===== src/common/autoneg_adv_consts.svh =====
// constants for the auto-negotiation advertisement register
`ifndef AUTONEG_ADV_CONSTS_SVH
`define AUTONEG_ADV_CONSTS_SVH
`define ADV_INDEX 5'h04
`define ADV_RF_BIT 13
`define ADV_RSV12_BIT 12
`define ADV_ASYM_BIT 11
`define ADV_SYM_BIT 10
`define ADV_FX_FD_BIT 8
`define ADV_FX_HD_BIT 7
`define ADV_T_FD_BIT 6
`define ADV_T_HD_BIT 5
`define ADV_SEL_RESET 5'h01
`define ADV_WMASK 16'h3DFF
`define ADV_FIXED_RESET 16'h0181
`define ADV_LOAD_WORD_MASK 16'h31FF
`endif


===== src/common/autoneg_adv_pkg.sv =====
// types for the auto-negotiation advertisement register
`default_nettype none
package autoneg_adv_pkg;
	typedef struct packed {
		logic autoneg;
		logic speed;
		logic duplex;
		logic manual_flow_ctrl;
	} strap_t;
	typedef struct packed {
		logic [4:0] addr;
		logic [15:0] wdata;
		logic wr;
		logic rd;
	} mgmt_req_t;
	typedef struct packed {
		logic load;
		logic sym_pause;
		logic asym_pause;
		logic [15:0] word;
	} loader_t;
	typedef enum logic [2:0] {
		ST_RESET = 3'b001,
		ST_LATCH = 3'b010,
		ST_RUN = 3'b100
	} init_state_t;
endpackage
`default_nettype wire


===== src/design/autoneg_advert_register.sv =====
// auto-negotiation advertisement register for one port
// ============================================================
// Summary of operation
// register is 16 bits wide at management index 4.
// bits 4:0 selector, writable, reset value 00001.
// bit 13 remote fault advertise, writable, resets to 0.
// software writes 0 to reserved bit 12.
// bit 11 writable asymmetric pause advertise.
// bit 10 defaults to inverse of manual flow control strap.
// bit 8 100BASE-X full duplex, writable, resets to 1.
// bit 7 100BASE-X half duplex, writable, resets to 1.
// bit 6 default = autoneg OR (NOT speed AND duplex).
// bit 5 default = autoneg OR NOT speed.
// straps are latched at reset release, defaults come from them.
// loader overwrites register after reset release and reload.
// loader supplies symmetric and asymmetric pause values.
// bits 15, 14 and 9 read 0 and ignore writes.
`timescale 1ns/100ps
`default_nettype none
`include "autoneg_adv_consts.svh"
module autoneg_advert_register
	import autoneg_adv_pkg::*;
(
	// clock and reset
	input wire logic CLK,
	input wire logic RESETN,
	// configuration strap pins
	input wire strap_t STRAPS,
	// management register port
	input wire mgmt_req_t MGMT,
	output logic [15:0] RDATA,
	// eeprom loader
	input wire loader_t LOADER,
	// advertised abilities toward negotiation logic
	output logic [15:0] ADVERT,
	output logic STRAPS_VALID
);
	// ============================================================
	// strap capture
	strap_t straps_s;
	strap_t straps_q;
	init_state_t state_q;
	logic [15:0] adv_q;
	logic [15:0] adv_d;
	logic warm_q;

	strap_sync u_sync (
		.clk(CLK),
		.resetn(RESETN),
		.pins(STRAPS),
		.synced(straps_s)
	);

	function automatic logic [15:0] strap_default(input strap_t s);
		logic [15:0] v;
		v = `ADV_FIXED_RESET;
		v[`ADV_SYM_BIT] = ~s.manual_flow_ctrl;
		v[`ADV_T_FD_BIT] = s.autoneg | (~s.speed & s.duplex);
		v[`ADV_T_HD_BIT] = s.autoneg | ~s.speed;
		return v;
	endfunction

	// synchroniser still shows its reset value one edge after release
	always_ff @(posedge CLK or negedge RESETN) begin
		if (!RESETN) begin
			warm_q <= 1'b0;
		end else begin
			warm_q <= 1'b1;
		end
	end

	// waits for the synchroniser to fill, then latches once
	always_ff @(posedge CLK or negedge RESETN) begin
		if (!RESETN) begin
			state_q <= ST_RESET;
		end else begin
			case (state_q)
				ST_RESET: begin
					if (warm_q) begin
						state_q <= ST_LATCH;
					end
				end
				ST_LATCH: state_q <= ST_RUN;
				ST_RUN: state_q <= ST_RUN;
				default: state_q <= ST_RESET;
			endcase
		end
	end

	always_ff @(posedge CLK or negedge RESETN) begin
		if (!RESETN) begin
			straps_q <= '0;
		end else if (state_q == ST_LATCH) begin
			straps_q <= straps_s;
		end
	end

	always_ff @(posedge CLK or negedge RESETN) begin
		if (!RESETN) begin
			STRAPS_VALID <= 1'b0;
		end else begin
			STRAPS_VALID <= (state_q == ST_LATCH) | STRAPS_VALID;
		end
	end

	// ============================================================
	// register contents
	wire logic hit = (MGMT.addr == `ADV_INDEX);
	always_comb begin
		adv_d = adv_q;
		if (state_q == ST_LATCH) begin
			adv_d = strap_default(straps_s);
		end else if (LOADER.load) begin
			adv_d = LOADER.word & `ADV_WMASK;
			adv_d[`ADV_SYM_BIT] = LOADER.sym_pause;
			adv_d[`ADV_ASYM_BIT] = LOADER.asym_pause;
		end else if (MGMT.wr && hit) begin

			adv_d = MGMT.wdata & `ADV_WMASK;
		end
	end

	always_ff @(posedge CLK or negedge RESETN) begin
		if (!RESETN) begin
			adv_q <= `ADV_FIXED_RESET;
		end else begin
			adv_q <= adv_d;
		end
	end

	always_ff @(posedge CLK or negedge RESETN) begin
		if (!RESETN) begin
			ADVERT <= `ADV_FIXED_RESET;
		end else begin
			ADVERT <= adv_d;
		end
	end

	// ============================================================
	// read port
	always_ff @(posedge CLK or negedge RESETN) begin
		if (!RESETN) begin
			RDATA <= 16'h0000;
		end else if (MGMT.rd && hit) begin
			RDATA <= adv_q & `ADV_WMASK;
		end else begin
			RDATA <= 16'h0000;
		end
	end

	// ============================================================
	// checks
	property p_reserved_zero;
		@(posedge CLK) disable iff (!RESETN)
		(ADVERT[15:14] == 2'b00) && (ADVERT[9] == 1'b0);
	endproperty
	a_reserved_zero: assert property (p_reserved_zero)
		else $error("reserved advert bits set");

	property p_write_takes;
		@(posedge CLK) disable iff (!RESETN)
		(MGMT.wr && hit && !LOADER.load && state_q == ST_RUN) |=>
			(adv_q == ($past(MGMT.wdata) & `ADV_WMASK));
	endproperty
	a_write_takes: assert property (p_write_takes)
		else $error("write not stored");

	property p_read_data;
		@(posedge CLK) disable iff (!RESETN)
		(MGMT.rd && hit) |=> (RDATA == ($past(adv_q) & `ADV_WMASK));
	endproperty
	a_read_data: assert property (p_read_data)
		else $error("read data mismatch");

	property p_read_idle;
		@(posedge CLK) disable iff (!RESETN)
		!(MGMT.rd && hit) |=> (RDATA == 16'h0000);
	endproperty
	a_read_idle: assert property (p_read_idle)
		else $error("read data not zero");

	property p_loader_pause;
		@(posedge CLK) disable iff (!RESETN)
		(LOADER.load && state_q == ST_RUN) |=>
			(adv_q[`ADV_SYM_BIT] == $past(LOADER.sym_pause)) &&
			(adv_q[`ADV_ASYM_BIT] == $past(LOADER.asym_pause));
	endproperty
	a_loader_pause: assert property (p_loader_pause)
		else $error("loader pause bits lost");

	property p_default_sym;
		@(posedge CLK) disable iff (!RESETN)
		(state_q == ST_LATCH) |=>
			(adv_q[`ADV_SYM_BIT] == ~straps_q.manual_flow_ctrl) &&
			(adv_q[`ADV_T_HD_BIT] == (straps_q.autoneg | ~straps_q.speed));
	endproperty
	a_default_sym: assert property (p_default_sym)
		else $error("strap default wrong");

	property p_default_tfd;
		@(posedge CLK) disable iff (!RESETN)
		(state_q == ST_LATCH) |=>
			adv_q[`ADV_T_FD_BIT] ==
			(straps_q.autoneg | (~straps_q.speed & straps_q.duplex));
	endproperty
	a_default_tfd: assert property (p_default_tfd)
		else $error("10 full duplex default wrong");

	property p_default_fixed;
		@(posedge CLK) disable iff (!RESETN)
		(state_q == ST_LATCH) |=>
			(adv_q[4:0] == `ADV_SEL_RESET) && adv_q[`ADV_FX_FD_BIT] &&
			adv_q[`ADV_FX_HD_BIT] && !adv_q[`ADV_RF_BIT];
	endproperty
	a_default_fixed: assert property (p_default_fixed)
		else $error("fixed default wrong");

	property p_startup;
		@(posedge CLK) disable iff (!RESETN)
		(state_q == ST_LATCH) |=> (state_q == ST_RUN) && STRAPS_VALID;
	endproperty
	a_startup: assert property (p_startup)
		else $error("strap latch sequence wrong");

	property p_reset_exit;
		@(posedge CLK) disable iff (!RESETN)
		(state_q == ST_RESET) |-> ##[1:3] (state_q == ST_LATCH);
	endproperty
	a_reset_exit: assert property (p_reset_exit)
		else $error("strap latch never reached");

	property p_advert_mirror;
		@(posedge CLK) disable iff (!RESETN)
		ADVERT == adv_q;
	endproperty
	a_advert_mirror: assert property (p_advert_mirror)
		else $error("advert differs from register");

	property p_hold;
		@(posedge CLK) disable iff (!RESETN)
		(!(MGMT.wr && hit) && !LOADER.load && state_q == ST_RUN) |=>
			$stable(adv_q);
	endproperty
	a_hold: assert property (p_hold)
		else $error("register changed without a write");

	property p_rsv_read;
		@(posedge CLK) disable iff (!RESETN)
		(MGMT.rd && hit) |=>
			(RDATA[15:14] == 2'b00) && !RDATA[9];
	endproperty
	a_rsv_read: assert property (p_rsv_read)
		else $error("reserved read bits set");

	property p_write_sel;
		@(posedge CLK) disable iff (!RESETN)
		(MGMT.wr && hit && !LOADER.load && state_q == ST_RUN) |=>
			(adv_q[4:0] == $past(MGMT.wdata[4:0]));
	endproperty
	a_write_sel: assert property (p_write_sel)
		else $error("selector write not stored");

	property p_write_asym;
		@(posedge CLK) disable iff (!RESETN)
		(MGMT.wr && hit && !LOADER.load && state_q == ST_RUN) |=>
			(adv_q[`ADV_ASYM_BIT] == $past(MGMT.wdata[`ADV_ASYM_BIT]));
	endproperty
	a_write_asym: assert property (p_write_asym)
		else $error("asymmetric pause write not stored");

	property p_write_fxfd;
		@(posedge CLK) disable iff (!RESETN)
		(MGMT.wr && hit && !LOADER.load && state_q == ST_RUN) |=>
			(adv_q[`ADV_FX_FD_BIT] == $past(MGMT.wdata[`ADV_FX_FD_BIT]));
	endproperty
	a_write_fxfd: assert property (p_write_fxfd)
		else $error("100 full duplex write not stored");

	property p_write_fxhd;
		@(posedge CLK) disable iff (!RESETN)
		(MGMT.wr && hit && !LOADER.load && state_q == ST_RUN) |=>
			(adv_q[`ADV_FX_HD_BIT] == $past(MGMT.wdata[`ADV_FX_HD_BIT]));
	endproperty
	a_write_fxhd: assert property (p_write_fxhd)
		else $error("100 half duplex write not stored");

	property p_default_thd;
		@(posedge CLK) disable iff (!RESETN)
		(state_q == ST_LATCH) |=>
			adv_q[`ADV_T_HD_BIT] == (straps_q.autoneg | ~straps_q.speed);
	endproperty
	a_default_thd: assert property (p_default_thd)
		else $error("10 half duplex default wrong");

	property p_default_fxfd;
		@(posedge CLK) disable iff (!RESETN)
		(state_q == ST_LATCH) |=>
			adv_q[`ADV_FX_FD_BIT];
	endproperty
	a_default_fxfd: assert property (p_default_fxfd)
		else $error("100 full duplex default wrong");

	property p_default_fxhd;
		@(posedge CLK) disable iff (!RESETN)
		(state_q == ST_LATCH) |=>
			adv_q[`ADV_FX_HD_BIT];
	endproperty
	a_default_fxhd: assert property (p_default_fxhd)
		else $error("100 half duplex default wrong");

	property p_default_rf;
		@(posedge CLK) disable iff (!RESETN)
		(state_q == ST_LATCH) |=>
			!adv_q[`ADV_RF_BIT];
	endproperty
	a_default_rf: assert property (p_default_rf)
		else $error("remote fault default wrong");

	property p_latch_straps;
		@(posedge CLK) disable iff (!RESETN)
		(state_q == ST_LATCH) |=>
			(straps_q == $past(straps_s));
	endproperty
	a_latch_straps: assert property (p_latch_straps)
		else $error("straps not captured");

	property p_valid_sticky;
		@(posedge CLK) disable iff (!RESETN)
		STRAPS_VALID |=>
			STRAPS_VALID;
	endproperty
	a_valid_sticky: assert property (p_valid_sticky)
		else $error("strap valid dropped");

	property p_run_valid;
		@(posedge CLK) disable iff (!RESETN)
		(state_q == ST_RUN) |-> STRAPS_VALID;
	endproperty
	a_run_valid: assert property (p_run_valid)
		else $error("running without strap capture");

	property p_loader_word;
		@(posedge CLK) disable iff (!RESETN)
		(LOADER.load && state_q == ST_RUN) |=>
			((adv_q & `ADV_LOAD_WORD_MASK) ==
			($past(LOADER.word) & `ADV_LOAD_WORD_MASK));
	endproperty
	a_loader_word: assert property (p_loader_word)
		else $error("loader word not stored");

	property p_load_wins;
		@(posedge CLK) disable iff (!RESETN)
		(LOADER.load && MGMT.wr && hit && state_q == ST_RUN) |=>
			(adv_q[`ADV_RF_BIT] == $past(LOADER.word[`ADV_RF_BIT]));
	endproperty
	a_load_wins: assert property (p_load_wins)
		else $error("write beat the loader");
endmodule
`default_nettype wire


===== src/design/strap_sync.sv =====
// two-flop synchroniser for the strap pins
`timescale 1ns/100ps
`default_nettype none
module strap_sync
	import autoneg_adv_pkg::*;
(
	input wire logic clk,
	input wire logic resetn,
	input wire strap_t pins,
	output strap_t synced
);
	strap_t meta_q;
	always_ff @(posedge clk or negedge resetn) begin
		if (!resetn) begin
			meta_q <= '0;
			synced <= '0;
		end else begin
			meta_q <= pins;
			synced <= meta_q;
		end
	end
endmodule
`default_nettype wire


===== config.mk =====
export PLATFORM = sky130hd
export DESIGN_NAME = autoneg_advert_register
export DESIGN_NICKNAME = d
export VERILOG_FILES = /design/src/common/autoneg_adv_pkg.sv /design/src/design/autoneg_advert_register.sv /design/src/design/strap_sync.sv
export VERILOG_INCLUDE_DIRS = /design/src /design/src/common
export SDC_FILE = /design/constraint.sdc
export NUM_CORES = 1
export LEC_CHECK = 0
export ABC_AREA = 0
export BUFFER_PORTS_ARGS = -buffer_cell sky130_fd_sc_hd__buf_4
export CAP_MARGIN = 20
export CORE_ASPECT_RATIO = 0.7
export CORE_MARGIN = 4
export CORE_UTILIZATION = 30
export CTS_CLUSTER_DIAMETER = 80
export DETAILED_ROUTE_END_ITERATION = 16
export PLACE_DENSITY = 0.63
export SYNTH_ARGS = -nofsm -noshare
export SYNTH_HDL_FRONTEND = slang
export SYNTH_SLANG_ARGS = --single-unit
export TNS_END_PERCENT = 100

===== constraint.sdc =====
create_clock -name CLK -period 1.8 [get_ports CLK]
set_input_delay 0.09 -clock CLK [delete_from_list [all_inputs] [get_ports CLK]]
set_output_delay 0.09 -clock CLK [all_outputs]
set_load 0.005 [all_outputs]

==> summary.md <==
| Metric | Value |
|---|---|
| Status | `finished, final reports clean` |
| Ports | `81` |
| Number of synthesized flops with an enable pin | `0` |
| Endpoint class of the critical path | `register` |
| Hold WC Path Type | `in -> reg` |
| GP Congestion | `0.678` |
| Vias | `roughly 1300` |
| Worst r2r dst | `adv_q[5]` |
| CTS Buf Count | `5` |
| Post-synth cell types | `34` |
| Cell Chain, Critical Path | `nor2_1 -> nand2_1 -> nor3b_1 -> a311oi_1` |
| Hold slack final | `0.0657 ns` |
| H-Tree Depth | `2` |
| 1st-pass router iterations | `4` |
| Mapped Cells | `139` |
| Vias per cell | `around 4.5` |
| Max Slew Vio Count | `0` |
| Starting Density | `0.322` |
| Port bufs | `66` |
| Clock root buffer | `clkbuf_8` |
| Largest net degree at the start of global routing | `40` |
| Reg2reg start | `state_q[0]` |
| Layout cells sized above 1 | `0.397` |
| Post-synth top flop | `dfrtp_1` |
| Antenna violations before repair | `0` |
| Area grow syn2layout | `38.3%` |
| Synthesized area per cell | `11.5 um2` |
| CP max-delay cell | `dfstp_2` |
| Setup-failing EPs final | `0` |
| Post-synth top area cell | `dfrtp_1` |
| Pre-CTS setup slack | `0.459 ns` |
| Minimum clock period | `approximately 1.3 ns` |
| CTS tree | `built` |
| Power Dens Cells | `roughly 970 mW/mm2` |
| Total track usage | `0.128` |
| DR DRC count | `0` |
| YS warnings | `0` |
| Kind of critical path | `reg -> reg` |
| Post-DP HPWL | `2790 um` |
| Critical path arrival | `1.53 ns` |
| Clk sinks | `39` |
| Leak | `approximately 1.0 nW` |
| Seq/Total Area, Yosys | `0.613` |
| Clock slew seen by the registers of the worst setup and hold paths | `0.07 ns` |
| CP required | `1.99 ns` |
| Clk_lat worst skew | `0.29 ns` |
| Synth top cells by count | `dfrtp_1 (35), nor3_1 (29), and2_1 (13), buf_4 (7), o21ai_0 (7)` |
| Multiplexer share of the synthesized area | `0.00704` |
| Nets | `256` |
| Vias in the first global route | `1279` |
| CP max FO | `12` |
| Clk_skew | `between 0.006 and 0.007 ns` |
| Max-cap violations | `0` |
| Final wirelength | `between 3000 and 4000 um` |
| Asr flop ratio synth | `1.00` |
| Post-synthesis compound-gate area fraction | `0.0446` |
| Reg2Reg Depth | `4` |
| Hold Crit Endpoint | `adv_q[7]` |
| Cell with the most instances after synthesis | `dfrtp_1` |
| DR WL/cell | `about 14 um` |
| Setup TNS | `0 ns` |
| Post-synthesis register bit count | `39` |
| Post-synthesis xor/xnor area fraction | `0.00547` |
| Top-area cell type share of the netlist area | `0.547` |
| Worst Hold Launch | `LOADER[7]` |
| F_max | `~750 MHz` |
| Hold path cells | `3` |
| First-pass GRT wire length | `6460 um` |
| Startpoint types | `register` |
| Post-Synth Simple-Gate Area | `0.245` |
| Die ar. | `about 0.0066 mm2` |
| FF-to-FF setup slack | `0.47 ns` |
| Post-Synthesis Cell Area | `0.00160 mm2` |
| # resized after CTS | `0` |
| Core area | `0.00497 mm2` |
| RSZ-0062 raised after global routing | `no` |
| Die height | `69.1 um` |
| Final worst setup slack | `between 0.4 and 0.5 ns` |
| GR Overflow Total | `0` |
| Number of hold violations in the final report | `0` |
| Top post-synthesis cells by area | `dfrtp_1 (55%), nor3_1 (9.1%), dfstp_2 (6.6%)` |
| Ant diodes | `0` |
| Period utilisation layout | `0.742` |
| Adder-cell area share of the yosys netlist | `0` |
| Chip Width | `95.3 um` |
| Maximum VDD drop | `roughly 0.34 mV` |
| Standard-cell rows | `21` |
| DR iter-0 viols | `61` |
| # Post-CTS Setup Buffers | `0` |
| Clock Path Buffers | `2` |
| Delay of the slowest critical-path stage | `between 0.5 and 0.6 ns` |
| Post-route ant nets | `0` |
| Main combinational cell family by area after synthesis | `simple AND/OR/NAND/NOR gates` |
-- logic make-up (layout without fill, tap and decap cells) --
kind of cell,count (synthesis),in the layout
mux,1,1
compound gates,12,12
simple gates,68,68
other cells,2,7
xor+xnor,1,1
buf+inv,16,81
flops,39,39
-- critical path, delay by kind of cell (launching register included) --
kind            cells  cell delay, ns
compound gates      1            0.24
flops               1            0.53
simple gates        3            0.46
-- layout by cell type, fill, tap and decap left out, drive strengths merged, types with 4 or more instances in the layout --
cell type    netlist  final
dlygate4sd3        0      5
buf               10     67
nand2              5      5
nor3              30     30
o21ai              7      7
nor4               6      6
and2              14     14
nor2               5      5
dfrtp             35     35
clkbuf             5      8
dfstp              4      4
conb               2      7
-- sequential cells by signal (all words and copies together) (netlist names) --
signal / flops
STRAPS_VALID: 1
state_q: 3
u_sync.synced: 4
u_sync.meta_q: 4
adv_q: 13
RDATA: 13
warm_q: 1
-- through the flow --
stage	instances	power [mW]	util	cell area, um2
floorplan	144	1.34	-	1620
global placement	265	1.59	0.420	2080
detailed placement	265	1.60	0.420	2080
CTS	278	2.18	0.446	2210
global route	278	2.30	0.446	2210
finish	278	2.15	0.446	2210
-- where the power goes --
group / switching (mW) / total, mW / internal [mW]
clock: 0.286 / 0.562 / 0.275
sequential: 0.0870 / 1.11 / 1.02
combinational: 0.209 / 0.475 / 0.267
total: 0.582 / 2.15 / 1.56
-- worst max path at each step --
stage,start,endpoint,cells after the start
2_1_floorplan,state_q[0],adv_q[7],5
3_3_place_gp,MGMT[18],adv_q[1],6
3_5_place_dp,state_q[0],adv_q[5],4
4_1_cts,state_q[0],adv_q[5],4
5_1_grt,state_q[0],adv_q[13],4
6_report,state_q[0],adv_q[5],4
-- cell type report --
type                            instances  area, um2
Multi-Input combinational cell         89        509
Tap cell                               69       86.3
Sequential cell                        39        981
Timing Repair Buffer                   72        553
Fill cell                             483       2750
Clock buffer                            8       80.1
Inverter                                1       3.75
-- layer usage --
layer | global-route usage | vias to the layer above | wire, um
li1 | - | 602 | -
met1 | 0.172 | 591 | 1670
met2 | 0.189 | 55 | 1760
met3 | 0.0457 | 7 | 434
met4 | 0.0432 | 0 | 53
met5 | 0 | - | 0
-- repair_timing --
item	CTS	global route
setup endpoints to repair	0	0
hold buffers	5	0
hold endpoints to repair	39	0
Note: power is estimated with default switching activity, not from simulation.
